## config.mk

```make
export PLATFORM = sky130hd
export DESIGN_NAME = tis_timer_irq_ctrl
export DESIGN_NICKNAME = d
export VERILOG_FILES = /design/src/hdl/tis_pkg.sv /design/src/hdl/tis_ce_filter.sv /design/src/hdl/tis_pulse_gen.sv /design/src/hdl/tis_timer_irq_ctrl.sv
export VERILOG_INCLUDE_DIRS = /design/src /design/src/hdl
export SDC_FILE = /design/constraint.sdc
export NUM_CORES = 1
export LEC_CHECK = 0
export BUFFER_PORTS_ARGS = -buffer_cell sky130_fd_sc_hd__buf_2
export CORE_MARGIN = 2
export CORE_UTILIZATION = 50
export CTS_BUF_LIST = sky130_fd_sc_hd__clkbuf_8
export CTS_CLUSTER_DIAMETER = 50
export DETAILED_ROUTE_END_ITERATION = 8
export PLACE_DENSITY_LB_ADDON = 0.25
export SETUP_SLACK_MARGIN = 0.4
export SKIP_LAST_GASP = 1
export SLEW_MARGIN = 20
export SYNTH_ARGS = -nofsm -noshare
export SYNTH_HDL_FRONTEND = slang
export SYNTH_HIERARCHICAL = 1
export SYNTH_SLANG_ARGS = --single-unit
```

## constraint.sdc

```tcl
create_clock -name i_clk -period 2.6 [get_ports i_clk]
set_input_delay 0.13 -clock i_clk [delete_from_list [all_inputs] [get_ports i_clk]]
set_output_delay 0.13 -clock i_clk [all_outputs]
set_load 0.01 [all_outputs]
```

## src/hdl/tis_cfg.svh

```systemverilog
`ifndef TIS_CFG_SVH
`define TIS_CFG_SVH

// ----------------------------------------------------------------------
// Clock and timing.
// ----------------------------------------------------------------------
`define TIS_CLK_MHZ 40
`define TIS_TICK_US 1000
`define TIS_CE_FILT_NS 187500

// ----------------------------------------------------------------------
// Timebase periods in milliseconds.
// ----------------------------------------------------------------------
`define TIS_CARRY_PERIOD_MS 8'h64
`define TIS_IRQ_P0_MS 8'h05
`define TIS_IRQ_P1_MS 8'h0A
`define TIS_IRQ_P2_MS 8'h32
`define TIS_IRQ_P3_MS 8'hFA
`define TIS_IRQ_PHASE_MS 8'h01
`define TIS_CNT_ZERO 8'h00
`define TIS_CNT_ONE 8'h01

// ----------------------------------------------------------------------
// Register map and fields.
// ----------------------------------------------------------------------
`define TIS_ADR_CTRL 4'h0
`define TIS_ADR_IRQ 4'h4
`define TIS_ADR_STAT 4'h8
`define TIS_CTRL_PERMIT 0
`define TIS_CTRL_IE 1
`define TIS_CTRL_SEL_LO 2
`define TIS_CTRL_SEL_HI 3
`define TIS_IRQ_PEND 0
`define TIS_STAT_CARRY 0
`define TIS_STAT_CE 1
`define TIS_STAT_HALT 2
`define TIS_STAT_STOP 3
`define TIS_STAT_ARM 4
`define TIS_STAT_W 5
`define TIS_SEL_RST 2'h0
`define TIS_DAT_ZERO 32'h0000_0000

// ----------------------------------------------------------------------
// Halt release condition bits and interrupt vector.
// ----------------------------------------------------------------------
`define TIS_HC_KEY 0
`define TIS_HC_CARRY 1
`define TIS_HC_IRQ 3
`define TIS_HC_RST 4'h0
`define TIS_IRQ_VECTOR 12'h003

`endif

```

## src/hdl/tis_pkg.sv

```systemverilog
package tis_pkg;

   // Standby state of the core: running, halted CPU or stopped clock.
   typedef enum logic [1:0] {
      tis_run  = 2'b00,
      tis_halt = 2'b01,
      tis_stop = 2'b10
   } tis_stby_e;

   typedef logic [1:0] tis_sel_t;

endpackage

```

## src/hdl/tis_ce_filter.sv

```systemverilog
`timescale 1ns/100ps
`include "tis_cfg.svh"

module tis_ce_filter #(
   parameter int FILT_CYC = 7500
) (
   input wire logic i_clk,
   input wire logic i_sys_rst,
   input wire logic i_pin,
   output logic o_level
);

   // ----------------------------------------------------------------------
   // Synchroniser and glitch filter.
   // ----------------------------------------------------------------------
   logic s1_q;
   logic s2_q;
   logic lvl_q;
   logic [15:0] cnt_q;

   // Two flops bring the pin into the clock domain.
   always_ff @(posedge i_clk) begin
      s1_q <= i_pin;
      s2_q <= s1_q;
   end

   // A new level is taken only after it has stood for the whole interval,
   // so short spikes never reach the reset logic.
   always_ff @(posedge i_clk) begin
      if (i_sys_rst) begin
         lvl_q <= 1'b0;
         cnt_q <= 16'h0000;
      end else if (s2_q == lvl_q) begin
         cnt_q <= 16'h0000;
      end else if (cnt_q == 16'(FILT_CYC - 1)) begin
         lvl_q <= s2_q;
         cnt_q <= 16'h0000;
      end else begin
         cnt_q <= cnt_q + 16'h0001;
      end
   end

   assign o_level = lvl_q;

   property p_ce_filter_hold;
      @(posedge i_clk) disable iff (i_sys_rst)
      (lvl_q != $past(lvl_q)) |-> ($past(cnt_q) == 16'(FILT_CYC - 1));
   endproperty
   a_ce_filter_hold: assert property (p_ce_filter_hold)
      else $error("CE level changed before the filter interval elapsed.");

endmodule

```

## src/hdl/tis_pulse_gen.sv

```systemverilog
`timescale 1ns/100ps
`include "tis_cfg.svh"

module tis_pulse_gen #(
   parameter int TICK_CYC = 40000
) (
   input wire logic i_clk,
   input wire logic i_sys_rst,
   input wire logic i_run,
   output logic o_carry_pulse,
   output logic [3:0] o_irq_pulse
);

   // ----------------------------------------------------------------------
   // Millisecond timebase.
   // ----------------------------------------------------------------------
   logic [15:0] pre_q;
   logic tick;
   logic [7:0] car_q;

   // Period of each selectable interrupt pulse.
   function automatic logic [7:0] period_of(input int idx);
      logic [7:0] p;
      p = `TIS_IRQ_P0_MS;
      case (idx)
         1: p = `TIS_IRQ_P1_MS;
         2: p = `TIS_IRQ_P2_MS;
         3: p = `TIS_IRQ_P3_MS;
         default: p = `TIS_IRQ_P0_MS;
      endcase
      return p;
   endfunction

   assign tick = i_run && (pre_q == 16'(TICK_CYC - 1));

   // The prescaler freezes while the oscillator is stopped.
   always_ff @(posedge i_clk) begin
      if (i_sys_rst || tick) begin
         pre_q <= 16'h0000;
      end else if (i_run) begin
         pre_q <= pre_q + 16'h0001;
      end
   end

   // Carry set pulse counter starts at phase zero.
   always_ff @(posedge i_clk) begin
      if (i_sys_rst) begin
         car_q <= `TIS_CNT_ZERO;
      end else if (tick) begin
         if (car_q == `TIS_CARRY_PERIOD_MS - `TIS_CNT_ONE) begin
            car_q <= `TIS_CNT_ZERO;
         end else begin
            car_q <= car_q + `TIS_CNT_ONE;
         end
      end
   end

   assign o_carry_pulse = car_q < (`TIS_CARRY_PERIOD_MS >> 1);

   // ----------------------------------------------------------------------
   // Interrupt pulses, phase shifted against the carry pulse.
   // ----------------------------------------------------------------------
   for (genvar g = 0; g < 4; g++) begin : g_irq
      logic [7:0] cnt_q;
      // Starting one tick ahead keeps every falling edge of these pulses
      // off the falling edge of the carry pulse for all periods.
      always_ff @(posedge i_clk) begin
         if (i_sys_rst) begin
            cnt_q <= `TIS_IRQ_PHASE_MS;
         end else if (tick) begin
            if (cnt_q == period_of(g) - `TIS_CNT_ONE) begin
               cnt_q <= `TIS_CNT_ZERO;
            end else begin
               cnt_q <= cnt_q + `TIS_CNT_ONE;
            end
         end
      end
      assign o_irq_pulse[g] = cnt_q < (period_of(g) >> 1);
   end

   logic car_prev_q;
   logic [3:0] irq_prev_q;

   always_ff @(posedge i_clk) begin
      car_prev_q <= o_carry_pulse;
      irq_prev_q <= o_irq_pulse;
   end

   property p_falls_apart;
      @(posedge i_clk) disable iff (i_sys_rst)
      (car_prev_q && !o_carry_pulse) |-> ((irq_prev_q & ~o_irq_pulse) == 4'h0);
   endproperty
   a_falls_apart: assert property (p_falls_apart)
      else $error("Interrupt pulse fell together with the carry pulse.");

endmodule

```

## src/hdl/tis_timer_irq_ctrl.sv

```systemverilog
// Behaviour
// - Accept timer request on each selected pulse fall when permit and enable set.
// - Accepting any request clears the global interrupt enable until re-enabled.
// - Pulse falls still set the pending flag while interrupts are disabled.
// - Setting the permit with a pending flag gives an immediate acceptance.
// - With nothing pending, first interrupt comes at the next pulse fall.
// - Changing interval without a fall raises nothing until the pulse falls.
// - Changing interval that makes the pulse fall counts as an edge.
// - Software writing one to the pending flag is a real request.
// - Software clear in the same cycle as a pulse fall wins.
// - After CE rises, reset fires at the next carry pulse rising edge without a coincident status read.
// - CE reset beats a timer request arising in the same cycle.
// - CE reset clears the pending flag, discarding the request.
// - Interrupt pulse falls are offset from carry pulse falls.
// - Standby offers a CPU halt and a full clock stop.
// - Halt stops the CPU until a selected release condition or a CE reset occurs.
// - Clock stop halts the crystal oscillator.
// - Clock stop freezes oscillator, CPU, system and control registers.
// - Acceptance jumps to the fixed vector and clears the pending flag.
// - Writing zero to the pending flag cancels the request.
// - Clock stop works only with CE low, else it does nothing.
// - CE levels shorter than the filter interval are ignored.
`timescale 1ns/100ps
`include "tis_cfg.svh"

module tis_timer_irq_ctrl #(
   parameter int TICK_CYC = `TIS_TICK_US * `TIS_CLK_MHZ,
   parameter int CE_FILT_CYC = (`TIS_CE_FILT_NS * `TIS_CLK_MHZ + 999) / 1000
) (
   input wire logic i_clk,
   input wire logic i_sys_rst,
   input wire logic i_wb_cyc,
   input wire logic i_wb_stb,
   input wire logic i_wb_we,
   input wire logic [3:0] i_wb_adr,
   input wire logic [3:0] i_wb_sel,
   input wire logic [31:0] i_wb_dat,
   output logic [31:0] o_wb_dat,
   output logic o_wb_ack,
   input wire logic i_ce_pin,
   input wire logic [3:0] i_key,
   input wire logic i_ei_instr,
   input wire logic i_di_instr,
   input wire logic i_halt_instr,
   input wire logic [3:0] i_halt_cond,
   input wire logic i_stop_instr,
   output logic o_irq_take,
   output logic [11:0] o_irq_vector,
   output logic o_cpu_run,
   output logic o_cpu_halt,
   output logic o_osc_stop,
   output logic o_ce_reset,
   output logic o_ce_level
);

   // ----------------------------------------------------------------------
   // Declarations.
   // ----------------------------------------------------------------------
   tis_pkg::tis_stby_e state_q;
   tis_pkg::tis_sel_t sel_q;
   logic ack_q;
   logic [31:0] rdat_q;
   logic permit_q;
   logic ie_q;
   logic pending_q;
   logic carry_flag_q;
   logic arm_q;
   logic ce_prev_q;
   logic car_prev_q;
   logic sel_prev_q;
   logic ce_rst_q;
   logic [3:0] halt_cond_q;
   logic [3:0] key1_q;
   logic [3:0] key2_q;
   logic ce_lvl;
   logic carry_pulse;
   logic [3:0] irq_pulse;
   logic sel_pulse;
   logic fall;
   logic ce_rise;
   logic carry_rise;
   logic fire;
   logic take;
   logic stopped;
   logic acc;
   logic wr;
   logic rd;
   logic wr_ctrl;
   logic wr_irq;
   logic stat_rd;
   logic halt_rel;

   // Address match, shared by the write and read paths.
   function automatic logic hit(input logic [3:0] adr, input logic [3:0] off);
      return adr == off;
   endfunction

   // ----------------------------------------------------------------------
   // Sub blocks.
   // ----------------------------------------------------------------------
   tis_ce_filter #(
      .FILT_CYC(CE_FILT_CYC)
   ) u_ce_filter (
      .i_clk(i_clk),
      .i_sys_rst(i_sys_rst),
      .i_pin(i_ce_pin),
      .o_level(ce_lvl)
   );

   tis_pulse_gen #(
      .TICK_CYC(TICK_CYC)
   ) u_pulse_gen (
      .i_clk(i_clk),
      .i_sys_rst(i_sys_rst),
      .i_run(!stopped),
      .o_carry_pulse(carry_pulse),
      .o_irq_pulse(irq_pulse)
   );

   // Key pins come from outside and pass two flops first.
   always_ff @(posedge i_clk) begin
      key1_q <= i_key;
      key2_q <= key1_q;
   end

   // ----------------------------------------------------------------------
   // Wishbone slave.
   // ----------------------------------------------------------------------
   assign acc = i_wb_cyc && i_wb_stb;
   assign stopped = (state_q == tis_pkg::tis_stop);
   // Writes land at the ack edge; a stopped clock freezes the control
   // register, so writes are acknowledged but dropped.
   assign wr = acc && i_wb_we && ack_q && i_wb_sel[0] && !stopped;
   assign rd = acc && !i_wb_we && ack_q;
   assign wr_ctrl = wr && hit(i_wb_adr, `TIS_ADR_CTRL);
   assign wr_irq = wr && hit(i_wb_adr, `TIS_ADR_IRQ);
   assign stat_rd = rd && hit(i_wb_adr, `TIS_ADR_STAT);

   // One wait state, then ack for one cycle.
   always_ff @(posedge i_clk) begin
      if (i_sys_rst) begin
         ack_q <= 1'b0;
      end else begin
         ack_q <= acc && !ack_q;
      end
   end

   // Read data is captured in the cycle before ack; unmapped reads zero.
   always_ff @(posedge i_clk) begin
      if (i_sys_rst) begin
         rdat_q <= `TIS_DAT_ZERO;
      end else if (acc && !ack_q) begin
         rdat_q <= `TIS_DAT_ZERO;
         if (hit(i_wb_adr, `TIS_ADR_CTRL)) begin
            rdat_q[`TIS_CTRL_PERMIT] <= permit_q;
            rdat_q[`TIS_CTRL_IE] <= ie_q;
            rdat_q[`TIS_CTRL_SEL_HI:`TIS_CTRL_SEL_LO] <= sel_q;
         end else if (hit(i_wb_adr, `TIS_ADR_IRQ)) begin
            rdat_q[`TIS_IRQ_PEND] <= pending_q;
         end else if (hit(i_wb_adr, `TIS_ADR_STAT)) begin
            rdat_q[`TIS_STAT_W-1:0] <= {arm_q, stopped,
               state_q == tis_pkg::tis_halt, ce_lvl, carry_flag_q};
         end
      end
   end

   assign o_wb_dat = rdat_q;
   assign o_wb_ack = ack_q;

   // ----------------------------------------------------------------------
   // Control register: permit and interval selection.
   // ----------------------------------------------------------------------
   always_ff @(posedge i_clk) begin
      if (i_sys_rst || fire) begin
         permit_q <= 1'b0;
         sel_q <= `TIS_SEL_RST;
      end else if (wr_ctrl) begin
         permit_q <= i_wb_dat[`TIS_CTRL_PERMIT];
         sel_q <= i_wb_dat[`TIS_CTRL_SEL_HI:`TIS_CTRL_SEL_LO];
      end
   end

   // ----------------------------------------------------------------------
   // Edge detection on the selected interrupt pulse.
   // ----------------------------------------------------------------------
   assign sel_pulse = irq_pulse[sel_q];

   // The previous sample is taken after the selector, so a switch from a
   // high pulse to a low one reads as a fall and low to high does not.
   always_ff @(posedge i_clk) begin
      if (i_sys_rst) begin
         sel_prev_q <= 1'b0;
      end else begin
         sel_prev_q <= sel_pulse;
      end
   end

   assign fall = sel_prev_q && !sel_pulse;

   // ----------------------------------------------------------------------
   // Pending flag and acceptance.
   // ----------------------------------------------------------------------
   // Acceptance is immediate from the stored flag, so a late permit or a
   // software set is taken without waiting for another edge.
   assign take = pending_q && permit_q && ie_q && !fire;

   // Priority: CE reset, software clear, new request, acceptance. The clear
   // beating a coincident fall is deliberate; a new fall beats acceptance.
   always_ff @(posedge i_clk) begin
      if (i_sys_rst) begin
         pending_q <= 1'b0;
      end else if (fire) begin
         pending_q <= 1'b0;
      end else if (wr_irq && !i_wb_dat[`TIS_IRQ_PEND]) begin
         pending_q <= 1'b0;
      end else if (fall || (wr_irq && i_wb_dat[`TIS_IRQ_PEND])) begin
         pending_q <= 1'b1;
      end else if (take) begin
         pending_q <= 1'b0;
      end
   end

   // Global enable: acceptance disables, enable instruction sets.
   always_ff @(posedge i_clk) begin
      if (i_sys_rst || fire) begin
         ie_q <= 1'b0;
      end else if (take) begin
         ie_q <= 1'b0;
      end else if (i_ei_instr) begin
         ie_q <= 1'b1;
      end else if (i_di_instr) begin
         ie_q <= 1'b0;
      end
   end

   assign o_irq_take = take;
   assign o_irq_vector = `TIS_IRQ_VECTOR;

   // ----------------------------------------------------------------------
   // Timer carry flag and CE reset.
   // ----------------------------------------------------------------------
   assign ce_rise = ce_lvl && !ce_prev_q;
   assign carry_rise = carry_pulse && !car_prev_q;
   // A status read in the same cycle as the carry edge defers the reset to
   // the following carry edge.
   assign fire = arm_q && carry_rise && !stat_rd;

   always_ff @(posedge i_clk) begin
      if (i_sys_rst) begin
         ce_prev_q <= 1'b0;
         car_prev_q <= 1'b1; // Carry pulse idles high, no false edge.
         ce_rst_q <= 1'b0;
      end else begin
         ce_prev_q <= ce_lvl;
         car_prev_q <= carry_pulse;
         ce_rst_q <= fire;
      end
   end

   // The set from the carry edge wins over a read-clear.
   always_ff @(posedge i_clk) begin
      if (i_sys_rst) begin
         carry_flag_q <= 1'b0;
      end else if (carry_rise) begin
         carry_flag_q <= 1'b1;
      end else if (stat_rd) begin
         carry_flag_q <= 1'b0;
      end
   end

   // The filtered CE rise arms the reset; the carry edge fires it.
   always_ff @(posedge i_clk) begin
      if (i_sys_rst) begin
         arm_q <= 1'b0;
      end else if (ce_rise) begin
         arm_q <= 1'b1;
      end else if (fire) begin
         arm_q <= 1'b0;
      end
   end

   assign o_ce_reset = ce_rst_q;
   assign o_ce_level = ce_lvl;

   // ----------------------------------------------------------------------
   // Standby: halt and clock stop.
   // ----------------------------------------------------------------------
   assign halt_rel = (halt_cond_q[`TIS_HC_KEY] && (key2_q != 4'h0))
      || (halt_cond_q[`TIS_HC_CARRY] && carry_flag_q)
      || (halt_cond_q[`TIS_HC_IRQ] && take);

   // Halt keeps peripherals running; stop also freezes the timebase. Only
   // a CE rise leaves stop, since no timer edge can come while stopped.
   always_ff @(posedge i_clk) begin
      if (i_sys_rst) begin
         state_q <= tis_pkg::tis_run;
         halt_cond_q <= `TIS_HC_RST;
      end else begin
         unique case (state_q)
            tis_pkg::tis_run: begin
               if (i_stop_instr && !ce_lvl) begin
                  state_q <= tis_pkg::tis_stop;
               end else if (i_halt_instr) begin
                  state_q <= tis_pkg::tis_halt;
                  halt_cond_q <= i_halt_cond;
               end
            end
            tis_pkg::tis_halt: begin
               if (halt_rel || fire) begin
                  state_q <= tis_pkg::tis_run;
               end
            end
            tis_pkg::tis_stop: begin
               if (ce_rise) begin
                  state_q <= tis_pkg::tis_run;
               end
            end
            default: begin
               state_q <= tis_pkg::tis_run;
            end
         endcase
      end
   end

   assign o_cpu_halt = (state_q == tis_pkg::tis_halt);
   assign o_osc_stop = stopped;
   assign o_cpu_run = (state_q == tis_pkg::tis_run);

   // ----------------------------------------------------------------------
   // Checks.
   // ----------------------------------------------------------------------
   property p_take_disables;
      @(posedge i_clk) disable iff (i_sys_rst)
      take |=> !ie_q ##1 (!ie_q || $past(i_ei_instr));
   endproperty
   a_take_disables: assert property (p_take_disables)
      else $error("Global enable still set after acceptance.");

   property p_fall_held;
      @(posedge i_clk) disable iff (i_sys_rst)
      (fall && !ie_q && !wr_irq && !fire) |=> pending_q;
   endproperty
   a_fall_held: assert property (p_fall_held)
      else $error("Pulse fall while disabled did not set pending.");

   property p_clear_wins;
      @(posedge i_clk) disable iff (i_sys_rst)
      (wr_irq && !i_wb_dat[`TIS_IRQ_PEND] && fall) |=> !pending_q;
   endproperty
   a_clear_wins: assert property (p_clear_wins)
      else $error("Coincident pulse fall beat the software clear.");

   property p_set_taken;
      @(posedge i_clk) disable iff (i_sys_rst)
      (wr_irq && i_wb_dat[`TIS_IRQ_PEND] && permit_q && ie_q
         && !fire && !i_di_instr && !carry_rise && !take) |=> take;
   endproperty
   a_set_taken: assert property (p_set_taken)
      else $error("Software set was not accepted next cycle.");

   property p_permit_immediate;
      @(posedge i_clk) disable iff (i_sys_rst)
      ($rose(permit_q) && pending_q && ie_q && !fire) |-> take;
   endproperty
   a_permit_immediate: assert property (p_permit_immediate)
      else $error("Pending request not taken when permit rose.");

   property p_reset_on_carry;
      @(posedge i_clk) disable iff (i_sys_rst)
      o_ce_reset |-> $past(carry_rise) && $past(arm_q) && !pending_q;
   endproperty
   a_reset_on_carry: assert property (p_reset_on_carry)
      else $error("CE reset not tied to a carry edge or pending survived.");

   property p_reset_first;
      @(posedge i_clk) disable iff (i_sys_rst)
      fire |-> !take ##1 !take;
   endproperty
   a_reset_first: assert property (p_reset_first)
      else $error("Interrupt accepted alongside a CE reset.");

   property p_stop_ce_high;
      @(posedge i_clk) disable iff (i_sys_rst)
      (state_q == tis_pkg::tis_run && i_stop_instr && ce_lvl) |=> !stopped;
   endproperty
   a_stop_ce_high: assert property (p_stop_ce_high)
      else $error("Clock stop taken while CE was high.");

   property p_take_vector;
      @(posedge i_clk) disable iff (i_sys_rst)
      take |-> (o_irq_vector == `TIS_IRQ_VECTOR) ##1 (!pending_q || $past(fall)
         || $past(wr_irq));
   endproperty
   a_take_vector: assert property (p_take_vector)
      else $error("Acceptance left pending set or wrong vector.");

endmodule

```

After elaboration in Yosys (flattened, before gate mapping)
Index checks and enable logic that the tools add are counted.
- flip-flop bits (word level): 106
- input port bits: 58
- output and inout port bits: 51
- word-level logic and storage cells: 136
- add/subtract/negate cells: 7
- $lt $le $gt $ge: 6
- equality and inequality tests: 15
- mux-type cells: 25
- bitwise gates (word level): 2
- reductions and logical operators: 55
- operator list (operator ; number):
    adder 8 x 1 -> 8 bit, second input constant ; 5
    2-to-1 mux 8 bit ; 5
    adder 16 x 1 -> 16 bit, second input constant ; 2
    logical AND 1 bit ; 26
    equality test 16 x 13 -> 1 bit, second input constant ; 1
    equality test 16 bit, second input constant ; 1
    2-to-1 mux 1 bit ; 11
    zero test 1 bit ; 10
    equality test 8 x 3 -> 1 bit, second input constant ; 1
    equality test 8 x 4 -> 1 bit, second input constant ; 1
    equality test 8 x 6 -> 1 bit, second input constant ; 1
    equality test 8 x 7 -> 1 bit, second input constant ; 1
    equality test 8 bit, second input constant ; 1
    less-than comparator 8 x 2 -> 1 bit, second input constant ; 1
    less-than comparator 8 x 3 -> 1 bit, second input constant ; 1
    less-than comparator 8 x 5 -> 1 bit, second input constant ; 1
    less-than comparator 8 x 6 -> 1 bit, second input constant ; 1
    less-than comparator 8 x 7 -> 1 bit, second input constant ; 1
    2-to-1 mux 2 bit ; 4
    2-to-1 mux 4 bit ; 2
    nonzero test 2 bit ; 4
    logical OR 1 bit ; 6
    one-hot mux 2 bit (3 select lines) ; 1
    AND reduction 3 bit ; 2
    18 further kinds ; 20

Depth between registers and ports, before layout
Gate-level depths: netlist (run 1).
- depth in word-level cells: 13
- gate-level depth with buffers: 8
- mapped depth without buffers: 8

Modules after synthesis
Netlist (run 1), hierarchy kept.
- by module, submodules not included (module ; times used ; cells an instance ; area each (µm²) ; seq. area each (µm²)):
    tis_pulse_gen ; 1 ; 382 ; 3156.8 ; 1121.1
    tis_timer_irq_ctrl ; 1 ; 158 ; 1483.9 ; 600.6
    tis_ce_filter ; 1 ; 85 ; 842.1 ; 380.4

Worst setup path after synthesis (run 1)
OpenSTA, ideal clock, no wires.
- path kind: register -> register
- from: register state_q[1]
- to: register u_pulse_gen.g_irq[3].cnt_q[2]
- library setup time: 0.116 ns
- arrival time: 1.799 ns
- required time: 2.484 ns
- slack: 0.685 ns
- stages on the path, launching flop included: 9
- buffers on the path: 2
- clock period less this slack: 1.915 ns
- cell sequence: dfxtp_1 -> nor2b_1 -> inv_1 -> buf_2 -> and3_1 -> nand3_2 -> nor2_1 -> buf_2 -> a31o_2
- longest elaborated chain between the ends: 3
- ends and longest elaborated chain (what ; RTL line ; RTL):
    start: declaration ; tis_timer_irq_ctrl.sv:59 ; tis_pkg::tis_stby_e state_q;
    start signal: assignment ; tis_timer_irq_ctrl.sv:296 ; state_q <= tis_pkg::tis_run;
    start signal: assignment ; tis_timer_irq_ctrl.sv:302 ; state_q <= tis_pkg::tis_stop;
    start signal: assignment ; tis_timer_irq_ctrl.sv:304 ; state_q <= tis_pkg::tis_halt;
    equality test 2 bit ; tis_timer_irq_ctrl.sv:130 ; assign stopped = (state_q == tis_pkg::tis_stop);
    named net o_osc_stop ; tis_timer_irq_ctrl.sv:51 ; output logic o_osc_stop,
    zero test 1 bit ; tis_timer_irq_ctrl.sv:115 ; .i_run(!stopped),
    logical AND 1 bit ; tis_pulse_gen.sv:34 ; assign tick = i_run && (pre_q == 16'(TICK_CYC - 1));
    end signal: assignment ; tis_pulse_gen.sv:69 ; cnt_q <= `TIS_IRQ_PHASE_MS;
    end signal: assignment ; tis_pulse_gen.sv:72 ; cnt_q <= `TIS_CNT_ZERO;
    end signal: assignment ; tis_pulse_gen.sv:74 ; cnt_q <= cnt_q + `TIS_CNT_ONE;
    end: declaration ; tis_pulse_gen.sv:64 ; logic [7:0] cnt_q;
The timed path passes the listed nets, and every way through them passes these cells.
A chain may end at the register's enable or synchronous reset.

Worst setup path after layout (run 1)
- from: register state_q[1]
- to: register u_pulse_gen.car_q[7]
- longest elaborated chain between the ends: 3
- ends and longest elaborated chain (what ; RTL line ; RTL):
    equality test 2 bit ; tis_timer_irq_ctrl.sv:130 ;
    zero test 1 bit ; tis_timer_irq_ctrl.sv:115 ;
    logical AND 1 bit ; tis_pulse_gen.sv:34 ;
    end signal: assignment ; tis_pulse_gen.sv:48 ; car_q <= `TIS_CNT_ZERO;
    end signal: assignment ; tis_pulse_gen.sv:51 ; car_q <= `TIS_CNT_ZERO;
    end signal: assignment ; tis_pulse_gen.sv:53 ; car_q <= car_q + `TIS_CNT_ONE;
    end: declaration ; tis_pulse_gen.sv:19 ; logic [7:0] car_q;
Every way passes these cells.

==> impl_results.md, run 1 <==
* Status: completed
* Share of layout cells above drive strength 1 at 15.44%
* Grt total ovfl at 0
* Dpl ws at 0.2335 ns
* Tightest Hold Check Type: input pin to flip-flop
* RD Place Congestion at 0.7780
* Gr usage total at 20.17%
* Slowest stage delay, CP at 0.35 ns
* Via Count at 4501
* Total Nets Final at 734
* Synth area leaders: dfxtp_1 (38%), buf_4 (5.5%), nor2_1 (4.0%)
* Vias in the first global route at 4178
* Setup WS post-layout at 0.5489 ns
* Worst path top cell family by delay: simple AND/OR/NAND/NOR gates
* GR met2 Demand/Resource at 33.79%
* Yosys Warn Count at 6
* Critical Path RT at 2.88 ns
* GR peak layer: met2
* Endpoints failing setup at 0
* Clk sink count at 105
* CTS buffer count at 9
* Crit Reg-Reg Startpoint: state_q[1]
* Netlist Area Pre-Place at 5483 sq um
* EDFF count, synth at 0
* Main synth FF type: dfxtp_1
* Die Height at 108.7 um
* Max-cap viol count at 0
* CP max stage cell: dfxtp_1
* Remaining DRCs at 0
* Worst Max-Slew Pin Slew at 0.6524 ns
* Worst setup EP type: flip-flop
* Post-synthesis cell count at 625
* Final Max Slew Viols at 0
* Final min period at 2.051 ns
* Final TNS setup at 0 ns
* Seq/Total Area, Yosys at 38.34%
* Layout Skew at 0.008010 ns
* Top cell type's share of synthesized area at 38.34%
* DR pass1 iterations at 4
* Fraction of registers with async set/reset at 0%
* Row count at 38
* CTS tree: built
* Ports at 109
* Die area at 11820 sq um
* Number of H-tree levels at 3
* RSZ-0062 raised after global routing: false
* Post-Synthesis Mean Instance Area at 8.772 sq um
* Synth cell types at 71
* Switching Fraction at 26.21%
* ANT cells at 0
* Clk_lat worst skew at 0.38 ns
* Crit path max fanout at 25
* Max Root-Sink Buffers at 2
* Worst Hold Path Cells at 3
* R2R cell count at 8
* Dominant cell type by area after synthesis: dfxtp_1
* Flops & latches, synth at 105
* WL/cell at 14.37 um
* Clock share of power at 34.0%
* Core area at 10750 sq um
* Max Fclk at 487.5 MHz
* DRT iter0 DRCs at 397
* Comb power frac at 6.9%
* Worst-path cell chain: nor2b_1 -> inv_1 -> buf_4 -> nand3_1 -> nor3_2 -> buf_12 -> and4_1 -> mux2_2
* Tcrit/Tclk final at 78.89%
* Setup Crit Path Kind: flip-flop to flip-flop
* Switching power at 0.7358 mW
* First-pass GRT wire length at 19320 um
* Routed WL at 11600 um
* Power Density at 473.0 nW/um^2
* DP HPWL at 8027 um
* Reg-to-Reg End: u_pulse_gen/car_q[7]
* Buf+Inv Stages, Crit Path at 3
* Area added between synthesis and finish at 8.261%
* Hold EP: halt_cond_q[0]
* Slew HR at 56.51%
* Post-DRT Antenna Nets at 0
* Internal at 2.072 mW
* Worst R2R Setup Slack at 0.55 ns
* Starting Density at 51.02%
* Port Buffers at 36
* Maximum VDD drop at 0.3927 mV
* Clock transition at the registers of the reported paths at 0.10 ns
* Cell leakage power at 2.202 nW
* Largest net degree at the start of global routing at 63
* Die Width at 108.7 um
* Critical Path AT at 2.33 ns
* Hold_sp: i_halt_cond[0]
* M1 GR Usage at 26.14%
* Initial antenna violation count at 0
* Sequential Power Share at 59.0%
* Hold Vio Cnt, Final at 0
* GR Util met3 at 4.005%
* Vias per cell at 5.577
* CTS root buffer: clkbuf_8
* Critical Path Stages at 8
* Critical Path Source Type: flip-flop
## cell usage after synthesis (all sizes together), types with 2 or more instances
cell / count
a211o: 2
a211oi: 10
a21oi: 21
a221oi: 4
a311oi: 11
a31o: 2
a31oi: 5
a32o: 2
a41o: 2
a41oi: 3
and2: 6
and3: 20
and4: 5
buf: 53
clkbuf: 13
conb: 2
dfxtp: 105
ha: 14
inv: 29
mux2i: 10
nand2: 39
nand2b: 5
nand3: 36
nand4: 22
nand4b: 2
nor2: 61
nor2b: 4
nor3: 23
nor4: 12
nor4b: 2
nor4bb: 2
o211ai: 4
o21ai: 16
o311ai: 7
o31ai: 9
o32ai: 6
or2: 7
or3: 5
or4: 5
or4b: 2
xnor2: 16
xor2: 11
## cells in the final DEF, fill, tap and decap left out, types with 10 or more instances in the layout
master	n
conb_1	39
dlygate4sd3_1	10
inv_1	29
xor2_1	11
ha_1	14
buf_2	36
xnor2_1	16
nand4_1	20
nand2_1	36
nor3_1	19
nand3_1	34
a311oi_1	11
o21ai_0	15
dfxtp_1	105
mux2i_1	10
a21oi_1	21
nor2_1	57
and3_1	19
## routing by layer
metal | part of all wire (%) | routed length, um
met2 | 49 | 5681
met3 | 4.1 | 478
met4 | 1.6 | 181
met5 | 0 | 0
met1 | 45 | 5256
## cell families (layout without fill, tap and decap cells)
family | count (synthesis) | after routing | synth area share, %
AND/OR/NAND/NOR | 261 | 261 | 27.09
AO/OA/AOI/OAI | 109 | 109 | 14.74
flip-flops | 105 | 105 | 38.34
buffers and inverters | 95 | 100 | 9.744
XOR/XNOR | 27 | 27 | 4.313
adder cells (fa/ha/maj) | 14 | 14 | 3.195
multiplexers | 12 | 12 | 2.442
other | 2 | 39 | 0.1370
## power by group through the flow
| stage | sequential [mW] | clock (mW) | combinational, mW |
|---|---|---|---|
| 2_1_floorplan | 1.69 | 0 | 0.164 |
| 3_3_place_gp | 1.69 | 0 | 0.176 |
| 3_5_place_dp | 1.69 | 0 | 0.181 |
| 4_1_cts | 1.66 | 0.989 | 0.193 |
| 5_1_grt | 1.66 | 1.05 | 0.220 |
| 6_report | 1.66 | 0.955 | 0.195 |
## timing repair
item | 4_1_cts | 5_1_grt
endpoints found under the setup margin | 28 | 14
endpoints found under the hold margin | 10 | 0
hold buffers | 10 | 0
pin swaps | 0 | 0
buffers inserted | 0 | 0
resized for setup | 2 | 3
## worst register-to-register path, cell delays in order (launching register included)
cell,delay [ns]
dfxtp_1,0.35
nor2b_1,0.21
inv_1,0.09
buf_4,0.16
nand3_1,0.12
nor3_2,0.26
buf_12,0.21
and4_1,0.22
mux2_2,0.33
## worst max path at each step
stage                     slack [ns]                  from                       endpoint
after global placement          0.27  u_pulse_gen/pre_q[0]  u_pulse_gen/g_irq[1].cnt_q[2]
after detailed placement        0.23  u_pulse_gen/pre_q[0]  u_pulse_gen/g_irq[3].cnt_q[3]
after CTS                       0.41  u_pulse_gen/car_q[2]                     o_irq_take
after floorplan                 0.68            state_q[1]  u_pulse_gen/g_irq[3].cnt_q[2]
after global routing            0.40            state_q[0]           u_pulse_gen/car_q[7]
final                           0.55            state_q[1]           u_pulse_gen/car_q[7]
## sequential cells by signal (all words and copies together), names as in the netlist, 2 cells and up
signal / count
state_q: 2
sel_q: 2
u_pulse_gen/g_irq.cnt_q: 32
halt_cond_q: 3
o_wb_dat: 5
key1_q: 4
u_pulse_gen/pre_q: 16
key2_q: 4
u_pulse_gen/car_q: 8
u_ce_filter/cnt_q: 16
## layout make-up
type	count	area, sq um
Tap cell	140	175.2
Inverter	29	108.9
Clock inverter	7	58.81
Clock buffer	9	123.9
Multi-Input combinational cell	462	3007
Sequential cell	105	2102
Fill cell	1024	4810
Timing Repair Buffer	55	360.3
## metrics by stage
stage	util, %	hold WS, ns	instance area, sq um	cells	power [mW]
2_1_floorplan	-	0.1577	5622	662	1.855
3_3_place_gp	52.41	0.2331	5632	781	1.868
3_5_place_dp	52.41	0.2348	5632	781	1.875
4_1_cts	55.10	0.001601	5921	807	2.840
5_1_grt	55.24	0.01588	5936	807	2.932
6_report	55.24	0.007854	5936	807	2.808
Power figures use the tool's default switching activity.
==> run 2, diff against run 1 <==
- clock period: 2.6 -> 1.85 ns (I/O delays scaled with it)
==> run 2 against run 1 <==
Effect of this change: critical path depth increased by 2; first-iteration DRC count increased by 29%; clock-buffer cell count increased by 1; critical path type unchanged; largest power group unchanged.
==> impl_results.md, run 2 (synthesized netlist as in run 1, its figures left out) <==
* CP max stage cell: dfxtp_2
* Tcrit/Tclk final at 98.04%
* CTS root buffer: clkbuf_8
* Crit path max fanout at 8
* Area added between synthesis and finish at 46.74%
* Ports at 109
* Internal at 3.003 mW
* Row count at 38
* Die Height at 108.7 um
* Remaining DRCs at 0
* Dpl cell area at 5989 sq um
* RD Place Congestion at 0.8842
* Worst setup EP type: flip-flop
* Die area at 11820 sq um
* Critical Path Source Type: flip-flop
* Via Count at 5480
* WL/cell at 19.70 um
* Clk_lat worst skew at 0.39 ns
* Cell leakage power at 2.931 nW
* Biggest regs: u_pulse_gen/g_irq.cnt_q (32), u_ce_filter/cnt_q (16), u_pulse_gen/pre_q (16)
* Total Nets Final at 834
* Fillers at 687
* Power Density at 514.1 nW/um^2
* Starting Density at 51.02%
* DRT iter0 DRCs at 511
* Tightest Hold Check Type: input pin to flip-flop
* Layout Skew at 0.01531 ns
* Worst-path cell chain: nor2b_4 -> inv_4 -> and3_4 -> buf_12 -> nand3_4 -> buf_6 -> o21ai_4 -> buf_6 -> buf_12 -> nor2_4
* Max reg flops at 32
* Vias in the first global route at 5032
* Critical Path RT at 2.11 ns
* Initial antenna violation count at 0
* Slew HR at 37.49%
* First-pass GRT wire length at 24750 um
* RSZ-0062 raised after global routing: true
* Largest net degree at the start of global routing at 63
* CTS tree: built
* ANT cells at 0
* Clock share of power at 33.9%
* Gr usage total at 26.77%
* Die Width at 108.7 um
* DP HPWL at 8753 um
* Maximum VDD drop at 0.4468 mV
* Core area at 10750 sq um
* Clk sink count at 105
* Setup Crit Path Kind: flip-flop to flip-flop
* Critical Path AT at 2.08 ns
* Max Fclk at 551.3 MHz
* Comb power frac at 10.1%
* Final Max Slew Viols at 0
* Max Root-Sink Buffers at 2
* Total Power at 4.136 mW
* Hold Vio Cnt, Final at 0
* CTS buffer count at 9
* Most frequent cells in the layout: dfxtp_1 (74), buf_4 (53), nor2_1 (39), conb_1 (39), buf_2 (36)
* Routed WL at 17870 um
* Most common cell after layout, fill and taps aside: dfxtp_1
* Fin util at 74.87%
* Switching Fraction at 27.38%
* Clock transition at the registers of the reported paths at 0.11 ns
* Design Area, Final at 8045 sq um
* Endpoints failing setup at 0
* Number of H-tree levels at 3
* Worst Max-Slew Pin Slew at 0.9366 ns
* Final TNS setup at 0 ns
* Dpl ws at 0.03189 ns
* Switching power at 1.133 mW
* Status: completed
* Setup WS post-layout at 0.03619 ns
* Sequential Power Share at 56.0%
* Grt total ovfl at 0
* Port Buffers at 36
* Final min period at 1.814 ns
* DR pass1 iterations at 5
* Vias per cell at 6.042
* Post-DRT Antenna Nets at 0
* Biggest register: u_pulse_gen/g_irq.cnt_q
* Slowest stage delay, CP at 0.33 ns
* Share of layout cells above drive strength 1 at 46.41%
* Max-cap viol count at 0
==> run 2: changes by cell type in the layout (fill, tap and decap cells not counted), sizes merged <==
cell / delta
clkbuf: +2
nand3: +3
clkinvlp: +1
buf: +93
nand2: +1
dlygate4sd3: +2
inv: -2
==> run 2: worst paths after layout <==
| kind | cells after the start | end | from | slack [ns] |
|---|---|---|---|---|
| min | 4 | ie_q | i_di_instr | 0.08 |
| max reg2reg | 10 | u_pulse_gen/pre_q[8] | state_q[1] | 0.04 |
| max | 10 | u_pulse_gen/pre_q[8] | state_q[1] | 0.04 |
| min reg2reg | 0 | key2_q[2] | key1_q[2] | 0.34 |
==> run 2: repair_timing <==
action                                 CTS  global route
endpoints found under the hold margin   13             0
pin swaps                               69            58
resized for setup                      137           106
gates cloned                            10             0
setup endpoints to repair               79            81
hold buffers                            12             0
buffers inserted                        50            15
==> run 2: metrics by stage <==
stage	hold slack (ns)	std cells
floorplan	0.1202	662
global placement	0.1961	804
detailed placement	0.1979	804
CTS	0.03747	892
global route	0.07752	907
finish	0.07911	907
==> run 2: final cells by class <==
type	instances	area, sq um	share of cell area [%]
clock buffers	10	137.6	1.711
clock inverters	6	50.05	0.6221
inverters	29	113.9	1.415
multi-input cells	466	3964	49.27
flip-flops and latches	105	2166	26.92
well taps	140	175.2	2.177
repair buffers	151	1439	17.88
==> run 2: critical path, delay by kind of cell, from the launching register on <==
family,cells,cell delay [ns]
flip-flops,1,0.33
AND/OR/NAND/NOR,4,0.51
AO/OA/AOI/OAI,1,0.20
buffers and inverters,5,0.63
==> run 2: power groups by stage <==
stage	Sequential, mW	Clock (mW)	Combinational (mW)
floorplan	2.38	0	0.243
global placement	2.37	0	0.297
detailed placement	2.37	0	0.306
CTS	2.32	1.42	0.361
global route	2.32	1.50	0.449
finish	2.32	1.40	0.417
==> run 2: routing by layer <==
layer	track usage [%]	vias up	part of all wire [%]
li1	-	2493	-
met1	31.18	2656	39
met2	46.56	251	52
met3	6.396	80	5.3
met4	12.00	0	3.9
met5	0	-	0
